[src/rtl/follower_pkg.sv]
package follower_pkg;

  localparam int CLK_PERIOD_PS    = 5000;
  localparam int SAMPLE_PERIOD_NS = 1000;
  localparam int SAMPLE_CYCLES    = (SAMPLE_PERIOD_NS * 1000) / CLK_PERIOD_PS;
  localparam int SAMPLE_CNT_W     = 8;

  localparam logic [7:0] OFS_CTRL     = 8'h00;
  localparam logic [7:0] OFS_CMD      = 8'h04;
  localparam logic [7:0] OFS_SETVAL   = 8'h08;
  localparam logic [7:0] OFS_HOMEVAL  = 8'h0C;
  localparam logic [7:0] OFS_STATUS   = 8'h10;
  localparam logic [7:0] OFS_ACTPOS   = 8'h14;
  localparam logic [7:0] OFS_CMDPOS   = 8'h18;
  localparam logic [7:0] OFS_PROGCMD  = 8'h1C;
  localparam logic [7:0] OFS_ACTVEL   = 8'h20;
  localparam logic [7:0] OFS_CMDVEL   = 8'h24;
  localparam logic [7:0] OFS_USERDATA = 8'h28;
  localparam logic [7:0] OFS_TRIGPOS  = 8'h2C;
  localparam logic [7:0] OFS_PARAMNUM = 8'h30;

  localparam int CTRL_ARM      = 0;
  localparam int CTRL_SEL_LSB  = 8;
  localparam int CMD_HOME      = 0;
  localparam int CMD_SETPOS    = 1;
  localparam int CMD_EXEC      = 2;
  localparam int CMD_ABORT     = 3;
  localparam int CMD_RETSEL    = 4;
  localparam int CMD_RETPROG   = 5;
  localparam int CMD_ERRCLR    = 6;
  localparam int ST_FOLLOWING  = 0;
  localparam int ST_POSVALID   = 1;
  localparam int ST_ERROR      = 2;
  localparam int ST_MOVING     = 3;
  localparam int ST_USERPROG   = 4;

  localparam logic [31:0] PROG_REF_POS = 32'h0000_0000;
  localparam logic [31:0] RESET_WORD   = 32'h0000_0000;
  localparam logic [7:0]  PARAM_AXIS1  = 8'hE2;
  localparam logic [7:0]  PARAM_AXIS2  = 8'hEA;

  typedef struct packed {
    logic        psel;
    logic        penable;
    logic        pwrite;
    logic [7:0]  paddr;
    logic [31:0] pwdata;
  } apb_req_t;

  typedef struct packed {
    logic [31:0] internalInc;
    logic [31:0] internalVel;
    logic [31:0] masterInc;
    logic [31:0] masterVel;
    logic [31:0] posError;
    logic        homeFound;
    logic        moving;
    logic        distanceDone;
    logic        inZone;
  } motion_in_t;

  typedef struct packed {
    logic [31:0] actPos;
    logic [31:0] cmdPos;
    logic [31:0] progCmd;
    logic [31:0] actVel;
    logic [31:0] cmdVel;
    logic [31:0] homeVal;
    logic [31:0] setVal;
    logic [31:0] trigPos;
    logic [31:0] rdData;
    logic [31:0] userData;
    logic        arm;
    logic [4:0]  trigSel;
    logic        userProg;
    logic        posValid;
    logic        statusErr;
    logic        homeStart;
    logic        progStart;
    logic        abortMoves;
    logic        nextMoveOk;
    logic        ready;
    logic        slvErr;
  } state_t;

endpackage : follower_pkg

[src/rtl/sample_tick.sv]
`timescale 1ns/10ps
module sample_tick (
  input  wire logic clk,
  input  wire logic reset,
  output logic      tick
);
  typedef struct packed {
    logic [follower_pkg::SAMPLE_CNT_W-1:0] count;
    logic                                  tick;
  } tick_state_t;

  tick_state_t s_r;
  tick_state_t s_nxt;

  // Registered tick: every consumer sees the same sample cycle
  always_comb begin
    s_nxt      = s_r;
    s_nxt.tick = 1'b0;
    if (s_r.count == follower_pkg::SAMPLE_CNT_W'(follower_pkg::SAMPLE_CYCLES - 1)) begin
      s_nxt.count = '0;
      s_nxt.tick  = 1'b1;
    end else begin
      s_nxt.count = s_r.count + 1'b1;
    end
  end

  always_ff @(posedge clk) begin
    if (reset) begin
      s_r <= '0;
    end else begin
      s_r <= s_nxt;
    end
  end

  assign tick = s_r.tick;
endmodule : sample_tick

[src/rtl/follower_trigger.sv]
`timescale 1ns/10ps
module follower_trigger (
  input  wire logic        clk,
  input  wire logic        reset,
  input  wire logic        arm,
  input  wire logic [4:0]  trigSel,
  input  wire logic [23:0] ctlIn,
  output logic             following,
  output logic             tripped
);
  typedef struct packed {
    logic [23:0] ctlPrev;
    logic        following;
    logic        tripped;
  } trig_state_t;

  trig_state_t s_r;
  trig_state_t s_nxt;
  logic        level;
  logic        levelPrev;

  // Dropping the arm also stops tracking
  always_comb begin
    level         = (trigSel < 5'h18) ? ctlIn[trigSel] : 1'b0;
    levelPrev     = (trigSel < 5'h18) ? s_r.ctlPrev[trigSel] : 1'b0;
    s_nxt         = s_r;
    s_nxt.ctlPrev = ctlIn;
    s_nxt.tripped = arm && !s_r.following && level && !levelPrev;
    if (!arm) begin
      s_nxt.following = 1'b0;
    end else if (level && !levelPrev) begin
      s_nxt.following = 1'b1;
    end
  end

  always_ff @(posedge clk) begin
    if (reset) begin
      s_r <= '0;
    end else begin
      s_r <= s_nxt;
    end
  end

  assign following = s_r.following;
  assign tripped   = s_r.tripped;
endmodule : follower_trigger

[src/rtl/follower_position_register_sync.sv]
// Function
// - Home refused while following, error flagged
// - Home found unfollowed: load home, resync program
// - Set position loads value, resyncs program
// - No set position while axis moving
// - Program start unfollowed: program = commanded
// - Program start following: program = zero
// - Commanded velocity is internal only
// - Following: actual sums internal and master
// - Commanded position = actual plus error
// - Incremental counts wrap at limit
// - Abort ends all internal moves
// - Return select shows program position
// - Armed trigger starts tracking, flag set
// - Trigger captures commanded position parameter
// - Position valid after homing sync
// - Program position wraps as signed count
// - Following: next move skips in-zone
// - Master counts touch actual and commanded position, never program
// - Axis motion is master plus internal only while following
//
// Local design decisions: the APB register port and the register offsets.
`timescale 1ns/10ps
module follower_position_register_sync #(
  parameter int AXIS = 1
) (
  input  wire logic                     clk,
  input  wire logic                     reset,
  input  wire follower_pkg::apb_req_t   apbReq,
  output logic [31:0]                   prdata,
  output logic                          pready,
  output logic                          pslverr,
  input  wire follower_pkg::motion_in_t motionIn,
  input  wire logic [23:0]              ctlIn,
  output logic                          homeStart,
  output logic                          progStart,
  output logic                          abortMoves,
  output logic                          nextMoveOk,
  output logic                          following,
  output logic                          positionValid,
  output logic                          statusError,
  output logic [31:0]                   actualPos,
  output logic [31:0]                   commandedPos,
  output logic [31:0]                   userData
);
  follower_pkg::state_t s_r;
  follower_pkg::state_t s_nxt;
  logic                 tick;
  logic                 tripped;
  logic                 access;
  logic                 wrCommit;
  logic                 cmdWr;
  logic                 errSet;

  // Two's complement add: counts roll over instead of stopping
  function automatic logic [31:0] addS32(input logic [31:0] a, input logic [31:0] b);
    addS32 = a + b;
  endfunction : addS32

  function automatic logic mapped(input logic [7:0] a);
    mapped = (a[1:0] == 2'b00) && (a <= follower_pkg::OFS_PARAMNUM);
  endfunction : mapped

  sample_tick u_tick (
    .clk   (clk),
    .reset (reset),
    .tick  (tick)
  );

  follower_trigger u_trig (
    .clk       (clk),
    .reset     (reset),
    .arm       (s_r.arm),
    .trigSel   (s_r.trigSel),
    .ctlIn     (ctlIn),
    .following (following),
    .tripped   (tripped)
  );

  always_comb begin
    access   = apbReq.psel && apbReq.penable;
    wrCommit = access && s_r.ready && apbReq.pwrite && mapped(apbReq.paddr);
    cmdWr    = wrCommit && (apbReq.paddr == follower_pkg::OFS_CMD);
  end

  always_comb begin
    s_nxt            = s_r;
    errSet           = 1'b0;
    s_nxt.homeStart  = 1'b0;
    s_nxt.progStart  = 1'b0;
    s_nxt.abortMoves = 1'b0;
    s_nxt.ready      = 1'b0;
    s_nxt.slvErr     = 1'b0;

    // One wait state gives a registered read word
    if (access && !s_r.ready) begin
      s_nxt.ready  = 1'b1;
      s_nxt.slvErr = !mapped(apbReq.paddr);
      case (apbReq.paddr)
        follower_pkg::OFS_CTRL:     s_nxt.rdData = {19'h0_0000, s_r.trigSel, 7'h00, s_r.arm};
        follower_pkg::OFS_SETVAL:   s_nxt.rdData = s_r.setVal;
        follower_pkg::OFS_HOMEVAL:  s_nxt.rdData = s_r.homeVal;
        follower_pkg::OFS_STATUS:   s_nxt.rdData = {27'h000_0000, s_r.userProg,
                                                    motionIn.moving, s_r.statusErr,
                                                    s_r.posValid, following};
        follower_pkg::OFS_ACTPOS:   s_nxt.rdData = s_r.actPos;
        follower_pkg::OFS_CMDPOS:   s_nxt.rdData = s_r.cmdPos;
        follower_pkg::OFS_PROGCMD:  s_nxt.rdData = s_r.progCmd;
        follower_pkg::OFS_ACTVEL:   s_nxt.rdData = s_r.actVel;
        follower_pkg::OFS_CMDVEL:   s_nxt.rdData = s_r.cmdVel;
        follower_pkg::OFS_USERDATA: s_nxt.rdData = s_r.userData;
        follower_pkg::OFS_TRIGPOS:  s_nxt.rdData = s_r.trigPos;
        follower_pkg::OFS_PARAMNUM: s_nxt.rdData = {24'h00_0000, (AXIS == 2) ?
                                                    follower_pkg::PARAM_AXIS2 :
                                                    follower_pkg::PARAM_AXIS1};
        default:                    s_nxt.rdData = follower_pkg::RESET_WORD;
      endcase
    end

    if (wrCommit) begin
      case (apbReq.paddr)
        follower_pkg::OFS_CTRL: begin
          s_nxt.arm     = apbReq.pwdata[follower_pkg::CTRL_ARM];
          s_nxt.trigSel = apbReq.pwdata[follower_pkg::CTRL_SEL_LSB +: 5];
        end
        follower_pkg::OFS_SETVAL:  s_nxt.setVal  = apbReq.pwdata;
        follower_pkg::OFS_HOMEVAL: s_nxt.homeVal = apbReq.pwdata;
        default: ;
      endcase
    end

    // Per-sample motion; master counts never reach the program registers
    if (tick) begin
      if (following) begin
        s_nxt.actPos = addS32(s_r.actPos, addS32(motionIn.internalInc,
                                                 motionIn.masterInc));
        s_nxt.actVel = addS32(motionIn.internalVel, motionIn.masterVel);
      end else begin
        s_nxt.actPos = addS32(s_r.actPos, motionIn.internalInc);
        s_nxt.actVel = motionIn.internalVel;
      end
      s_nxt.progCmd = addS32(s_r.progCmd, motionIn.internalInc);
      s_nxt.cmdVel  = motionIn.internalVel;
    end

    if (motionIn.homeFound && !following) begin
      s_nxt.actPos   = s_r.homeVal;
      s_nxt.progCmd  = addS32(s_r.homeVal, motionIn.posError);
      s_nxt.posValid = 1'b1;
    end

    if (cmdWr) begin
      if (apbReq.pwdata[follower_pkg::CMD_HOME]) begin
        if (following) begin
          errSet = 1'b1;
        end else begin
          s_nxt.homeStart = 1'b1;
        end
      end
      if (apbReq.pwdata[follower_pkg::CMD_SETPOS]) begin
        if (motionIn.moving) begin
          errSet = 1'b1;
        end else begin
          s_nxt.actPos  = s_r.setVal;
          s_nxt.progCmd = addS32(s_r.setVal, motionIn.posError);
        end
      end
      if (apbReq.pwdata[follower_pkg::CMD_EXEC]) begin
        s_nxt.progStart = 1'b1;
        s_nxt.actPos    = s_r.actPos;
        s_nxt.progCmd   = following ? follower_pkg::PROG_REF_POS
                                    : addS32(s_r.actPos, motionIn.posError);
      end
      if (apbReq.pwdata[follower_pkg::CMD_ABORT]) begin
        s_nxt.abortMoves = 1'b1;
      end
      if (apbReq.pwdata[follower_pkg::CMD_RETSEL]) begin
        s_nxt.userProg = apbReq.pwdata[follower_pkg::CMD_RETPROG];
      end
    end

    // A new error in the clearing cycle survives
    s_nxt.statusErr = errSet || (s_r.statusErr &&
                      !(cmdWr && apbReq.pwdata[follower_pkg::CMD_ERRCLR]));

    if (tripped) begin
      s_nxt.trigPos = s_r.cmdPos;
    end

    s_nxt.cmdPos     = addS32(s_nxt.actPos, motionIn.posError);
    s_nxt.nextMoveOk = motionIn.distanceDone &&
                       (following || motionIn.inZone);
    // Registered so the host word never shows a half-switched mux
    s_nxt.userData   = s_nxt.userProg ? s_nxt.progCmd : s_nxt.actPos;
  end

  always_ff @(posedge clk) begin
    if (reset) begin
      s_r <= '0;
    end else begin
      s_r <= s_nxt;
    end
  end

  assign prdata        = s_r.rdData;
  assign pready        = s_r.ready;
  assign pslverr       = s_r.slvErr;
  assign homeStart     = s_r.homeStart;
  assign progStart     = s_r.progStart;
  assign abortMoves    = s_r.abortMoves;
  assign nextMoveOk    = s_r.nextMoveOk;
  assign positionValid = s_r.posValid;
  assign statusError   = s_r.statusErr;
  assign actualPos     = s_r.actPos;
  assign commandedPos  = s_r.cmdPos;
  assign userData      = s_r.userData;
endmodule : follower_position_register_sync

[config.mk]
export PLATFORM = sky130hd
export DESIGN_NAME = follower_position_register_sync
export DESIGN_NICKNAME = d
export VERILOG_FILES = /design/src/rtl/follower_pkg.sv /design/src/rtl/sample_tick.sv /design/src/rtl/follower_trigger.sv /design/src/rtl/follower_position_register_sync.sv
export SDC_FILE = /design/constraint.sdc
export NUM_CORES = 2
export LEC_CHECK = 0
export BUFFER_PORTS_ARGS = -buffer_cell sky130_fd_sc_hd__buf_2
export CAP_MARGIN = 20
export CORE_MARGIN = 1
export CORE_UTILIZATION = 25
export CTS_CLUSTER_DIAMETER = 80
export DETAILED_ROUTE_END_ITERATION = 10
export MAX_ROUTING_LAYER = met4
export PLACE_DENSITY = 0.5
export SLEW_MARGIN = 20
export SYNTH_ARGS = -nofsm -noshare
export SYNTH_HDL_FRONTEND = slang
export SYNTH_SLANG_ARGS = --single-unit
[constraint.sdc]
create_clock -name clk -period 5.3 [get_ports clk]
set_input_delay 0.265 -clock clk [delete_from_list [all_inputs] [get_ports clk]]
set_output_delay 0.265 -clock clk [all_outputs]
set_load 0.05 [all_outputs]
# After elaboration in Yosys (flattened, before gate mapping)
# Index checks and enable logic that the tools add are counted.
[word_totals]
ff_bits = 370
in_bits = 233
out_inout_bits = 137
wordCells = 123
[op_classes]
add_sub_neg = 10
order_cmp = 3
n_eq_ne = 13
n_mux = 35
n_bitwise = 4
reduce_logical = 32
[ops]
columns = ["cell", "count"]
rows = [
  ["2-to-1 mux 32 bit", 15],
  ["case mux 32 bit (12 select lines)", 1],
  ["adder 32 bit", 9],
  ["2-to-1 mux 96 bit", 1],
  ["== test 8 x 6 -> 1 bit, second input constant", 5],
  ["== test 8 x 5 -> 1 bit, second input constant", 4],
  ["== test 8 x 4 -> 1 bit, second input constant", 2],
  ["logical AND 1 bit", 15],
  ["2-to-1 mux 1 bit", 15],
  ["binary-select mux 1 bit (select 5 bit)", 2],
  ["adder 8 x 1 -> 8 bit, second input constant", 1],
  ["== test 8 x 3 -> 1 bit, second input constant", 1],
  ["== test 8 bit, second input constant", 1],
  ["less-or-equal comparator 8 x 6 -> 1 bit, second input constant", 1],
  ["zero test 8 bit", 1],
  ["OR reduction 2 bit", 4],
  ["less-than comparator 5 x 6 -> 1 bit, second input constant", 1],
  ["AND reduction 2 bit", 3],
  ["zero test 1 bit", 5],
  ["less-than comparator 5 bit, second input constant", 1],
  ["inverter 1 bit", 4],
  ["OR reduction 3 bit", 1],
  ["zero test 2 bit", 1],
  ["logical OR 1 bit", 2],
  ["2-to-1 mux 2 bit", 1],
]

# Longest topological paths before layout
[logic_depth]
depth_word = 10
depth_mapped = 29
ltp_nobuf = 29

# Cells and area by module
# A second synthesis with hierarchy kept.
[hier_totals]
cells_unflattened = 3972
area_unflattened_um2 = 31270.0
[by_module_without_submodules]
columns = ["module", "instances", "cells_each", "area_each_um2", "seq_area_each_um2"]
rows = [
  ["follower_position_register_sync", 1, 3817, 29808.6, 6706.4],
  ["follower_trigger", 1, 115, 1089.8, 520.5],
  ["sample_tick", 1, 40, 371.6, 180.2],
]

# Worst setup path before layout
# No wires, ideal clock.
[synth_timing]
path_type = "register to register"
from = "register s_r (netlist bit actualPos[1])"
to = "register s_r (netlist bit commandedPos[31])"
setup_time_ns = 0.070
arrival_ns = 5.370
t_required_ns = 5.230
slack_ns = -0.141
stages_incl_launch_ff = 28
n_path_buf = 0
period_less_slack_ns = 5.441
path_cell_list = "dfxtp_1 inv_1 fa_1 inv_1 ha_1 inv_1 fa_1 nand2b_1 a21oi_1 o211a_1 o21ai_0 nand2b_1 a21oi_1 xnor2_1 o22ai_1 nor2_1 a221oi_1 inv_1 ha_1 a41oi_1 o21ai_0 a2111o_1 o21ai_1 a21oi_1 o31ai_1 xnor2_1 or3_1 a21oi_1"
[synth_rtl]
columns = ["element", "line_no", "rtl"]
rows = [
  ["from (decl)", "follower_position_register_sync.sv:46", "follower_pkg::state_t s_r;"],
  ["from (signal assigned)", "follower_position_register_sync.sv:201", "s_r <= s_nxt;"],
]

==> impl_metrics.py <==
metrics = {
    "run_status": {
        "outcome": "finished with violations",
        "violations": "setup timing",
    },
    "routing": {
        "drc_errors": 0,
        "postRouteWirelength_um": 148500,
        "drtAntennaViolNets": 0,
        "detail_route.first_pass.iterations": 8,
        "vias": 32620,
        "routedWlPerCell_um": 24.25,
        "vias_per_cell": 5.328,
        "initialDrtViolationCount": 3304,
    },
    "finish": {
        "finalNonFillerCells": 6122,
        "fillers": 13010,
        "stdcell_area_mm2": 0.03905,
        "area_growth_pct": 28.09,
        "finalNetCount": 4974,
        "fin_util_pct": 32.42,
        "layout-drive-gt1-share_pct": 21.78,
    },
    "global_route": {
        "antenna_found_initial": 28,
        "grt-ovfl-total": 0,
        "grtUsageTotal_pct": 23.87,
        "grt_pass1_vias": 31180,
        "grt_max_degree": 191,
        "grt_pass1_wl_um": 211500,
    },
    "timing": {
        "rsz0062_at_grt": "true",
        "period_share_pct": 102.1,
        "final_max_slew_viol_count": 0,
        "holdWs_ns": 0.02526,
        "slew_headroom_pct": 31.68,
        "timing.fmax_mhz": 184.8,
        "clock_skew_ns": 0.06287,
        "setup_violations": 5,
        "fin_ws_ns": -0.1103,
        "hold_violations": 0,
        "worstMarginPinSlew_ns": 1.022,
        "fin_crit_ns": 5.410,
    },
    "worst_setup_path": {
        "cpPeakStageDelay_ns": 0.50,
        "r2r-start": "actualPos[1]",
        "cp.required_ns": 5.81,
        "cp_max_fo": 3,
        "critical_path.slowest_cell": "fa_1",
        "ff2ff_setup_slack_ns": -0.11,
        "r2r_cells": 24,
        "cp_cell_sequence": "inv_2 -> fa_1 -> inv_1 -> ha_2 -> inv_1 -> fa_2 -> o211ai_1 -> o21ai_0 -> o21ai_1 -> o22ai_1 -> a21oi_1 -> ha_1 -> nor2b_1 -> o21a_1 -> o21ai_1 -> buf_4 -> a21oi_2 -> a2111o_1 -> a211oi_2 -> a2111o_1 -> nand3_2 -> a41oi_2 -> xor2_1 -> nor2_1",
        "path_buf_inv": 4,
        "cp.arrival_ns": 5.92,
        "start_kind": "flop",
        "r2r_end": "commandedPos[30]",
        "worst-setup-path-type": "reg2reg",
        "crit_path_start": "actualPos[1]",
        "end_kind": "flop",
        "crit_family": "compound AO/OA/AOI/OAI gates",
    },
    "clocking": {
        "cts.sinks": 370,
        "root_buffer": "clkbuf_16",
        "cts_tree": "built",
        "path_clk_slew_ns": 0.06,
        "clock_path_buffers": 3,
        "worstSkewPairLatency_ns": 0.67,
        "cts_made_buffers": 51,
        "htreeDepth": 2,
    },
    "power_and_ir_drop": {
        "switching_power_uw": 2805,
        "power.share.sequential_pct": 33.1,
        "p_per_area_mw_per_mm2": 226.7,
        "p_int_uw": 6046,
        "p_leak_uw": 0.01680,
        "comb_power_share_pct": 23.0,
        "peakVddDrop_uv": 271.6,
        "p_sw_share_pct": 31.69,
        "power_frac_clock_pct": 44.0,
    },
    "floorplan": {
        "die-area_mm2": 0.1233,
        "io_pins": 370,
        "dieWidth_um": 351.2,
        "dieHeight_um": 351.2,
        "core_area_mm2": 0.1204,
        "start_util_pct": 25.31,
        "rows": 127,
    },
    "synthesis": {
        "synth.area.mux_share_pct": 4.494,
        "synthTopCellsByCount": "nor2_1, dfxtp_1, nand2_1",
        "ys_types": 89,
        "netlist_top_cells_area": "dfxtp_1, ha_1, a21oi_1",
        "synthAdderAreaFrac_pct": 12.90,
        "seq_area_frac_synth_pct": 24.30,
        "synth_most_common_cell": "nor2_1",
        "avgSynthCellArea_um2": 7.869,
        "synth_top_family_by_area": "compound AO/OA/AOI/OAI gates",
        "synth-simple-area-share_pct": 17.54,
        "yosysWarnings": 0,
        "ys_ff_latch": 370,
        "synth_ff_type": "dfxtp_1",
        "synth_nets": 4398,
        "synth_compound_area_share_pct": 28.27,
        "synthArstFlopShare_pct": 0,
        "synth_top_area_share_pct": 24.30,
        "synth_edf_count": 0,
        "syn_inst": 3874,
        "syn-cell-area_mm2": 0.03048,
        "yosysTopAreaCell": "dfxtp_1",
        "synthXorXnorAreaFrac_pct": 5.631,
    },
    "flow_run": {
        "maxCapViolCount": 0,
    },
    "placed_design": {
        "io_buffers": 369,
        "dpl_cell_area_mm2": 0.03545,
        "dp_hpwl_um": 118800,
        "post-place-cells": 5890,
        "globalplace.congestion": 0.9714,
    },
    "min_path": {
        "whs_endpoint": "s_r[238]",
        "hp-class": "in2reg",
        "hold_path_depth": 4,
        "hp-start": "motionIn[67]",
    },
}
per-stage QoR:
stage	power (µW)	TNS, ns	worst slack, ns
after floorplan	4156	0	0.02340
after global placement	4874	-5.418	-0.8705
after detailed placement	4870	-4.939	-0.8144
after CTS	8871	-0.1401	-0.07013
after global routing	9189	-3.492	-0.4248
final	8851	-0.3133	-0.1103
flip-flops by register name, summed over array words and instances, names as in the netlist, 8 cells and up:
| register | cells |
|---|---|
| u_trig.s_r | 24 |
| commandedPos | 32 |
| s_r | 199 |
| u_tick.s_r | 8 |
| actualPos | 32 |
| prdata | 32 |
| userData | 32 |
power groups by stage:
stage                     sequential [µW]  clock [µW]  combinational, µW
final                                2930        3890               2030
after global routing                 2930        4060               2210
after CTS                            2920        3970               1980
after detailed placement             2980           0               1890
after global placement               2980           0               1890
after floorplan                      2940           0               1210
how the worst max path moves through the flow:
| stage | end | slack, ns | depth (start not counted) |
|---|---|---|---|
| CTS | commandedPos[30] | -0.07 | 29 |
| global route | commandedPos[30] | -0.42 | 29 |
| floorplan | commandedPos[31] | 0.02 | 27 |
| finish | commandedPos[30] | -0.11 | 24 |
| detailed placement | commandedPos[31] | -0.81 | 30 |
| global placement | commandedPos[31] | -0.87 | 30 |
worst reg2reg max path: cells and delay by family, from the launching register on:
| kind | cells | cell delay, ns |
|---|---|---|
| buffers and inverters | 4 | 0.31 |
| XOR/XNOR | 1 | 0.17 |
| AND/OR/NAND/NOR | 3 | 0.32 |
| flip-flops | 1 | 0.33 |
| AO/OA/AOI/OAI | 12 | 2.73 |
| adder cells (fa/ha/maj) | 4 | 1.40 |
cells in the final DEF, fill, tap and decap left out, types with 92 or more instances in the layout:
cell,count
nand2_1,358
inv_1,111
buf_4,367
a21o_1,119
ha_1,246
dfxtp_1,365
a21oi_1,332
mux2i_1,127
buf_2,368
o21ai_0,156
nor2_1,414
dlygate4sd3_1,92
xnor2_1,115
kinds of logic (layout without fill, tap and decap cells):
kind of cell    Yosys count  after routing
other cells               0             19
flops                   370            370
simple gates           1179           1179
buf+inv                 427           1044
xor+xnor                196            196
mux                     134            134
fa+ha+maj               291            291
compound gates         1277           1277
what timing repair did:
action / in CTS / in global routing
setup buffers: 21 / 8
hold buffers: 92 / 0
pin swaps: 36 / 35
endpoints found under the setup margin: 14 / 18
hold endpoints to repair: 155 / 0
resized for setup: 63 / 61
cloned: 0 / 0
layout make-up:
class                      instances  area (µm²)  share of cell area (%)
tap                             1612        2017                   5.165
timing repair buffer             837        5669                   14.52
clock buffer                      64        1405                   3.598
sequential                       370        7418                   19.00
antenna                           19       47.55                  0.1218
inverter                         113       424.2                   1.086
clock inverter                    30       479.2                   1.227
multi-input combinational       3077       21590                   55.28
layer usage:
metal	global-route usage [%]	vias to the layer above	wire length [µm]
met5	-	-	0
met1	33.25	15670	69240
met4	6.602	0	4277
li1	-	15400	-
met3	4.421	201	12880
met2	34.86	1342	62060
Power figures use the tool's default switching activity.
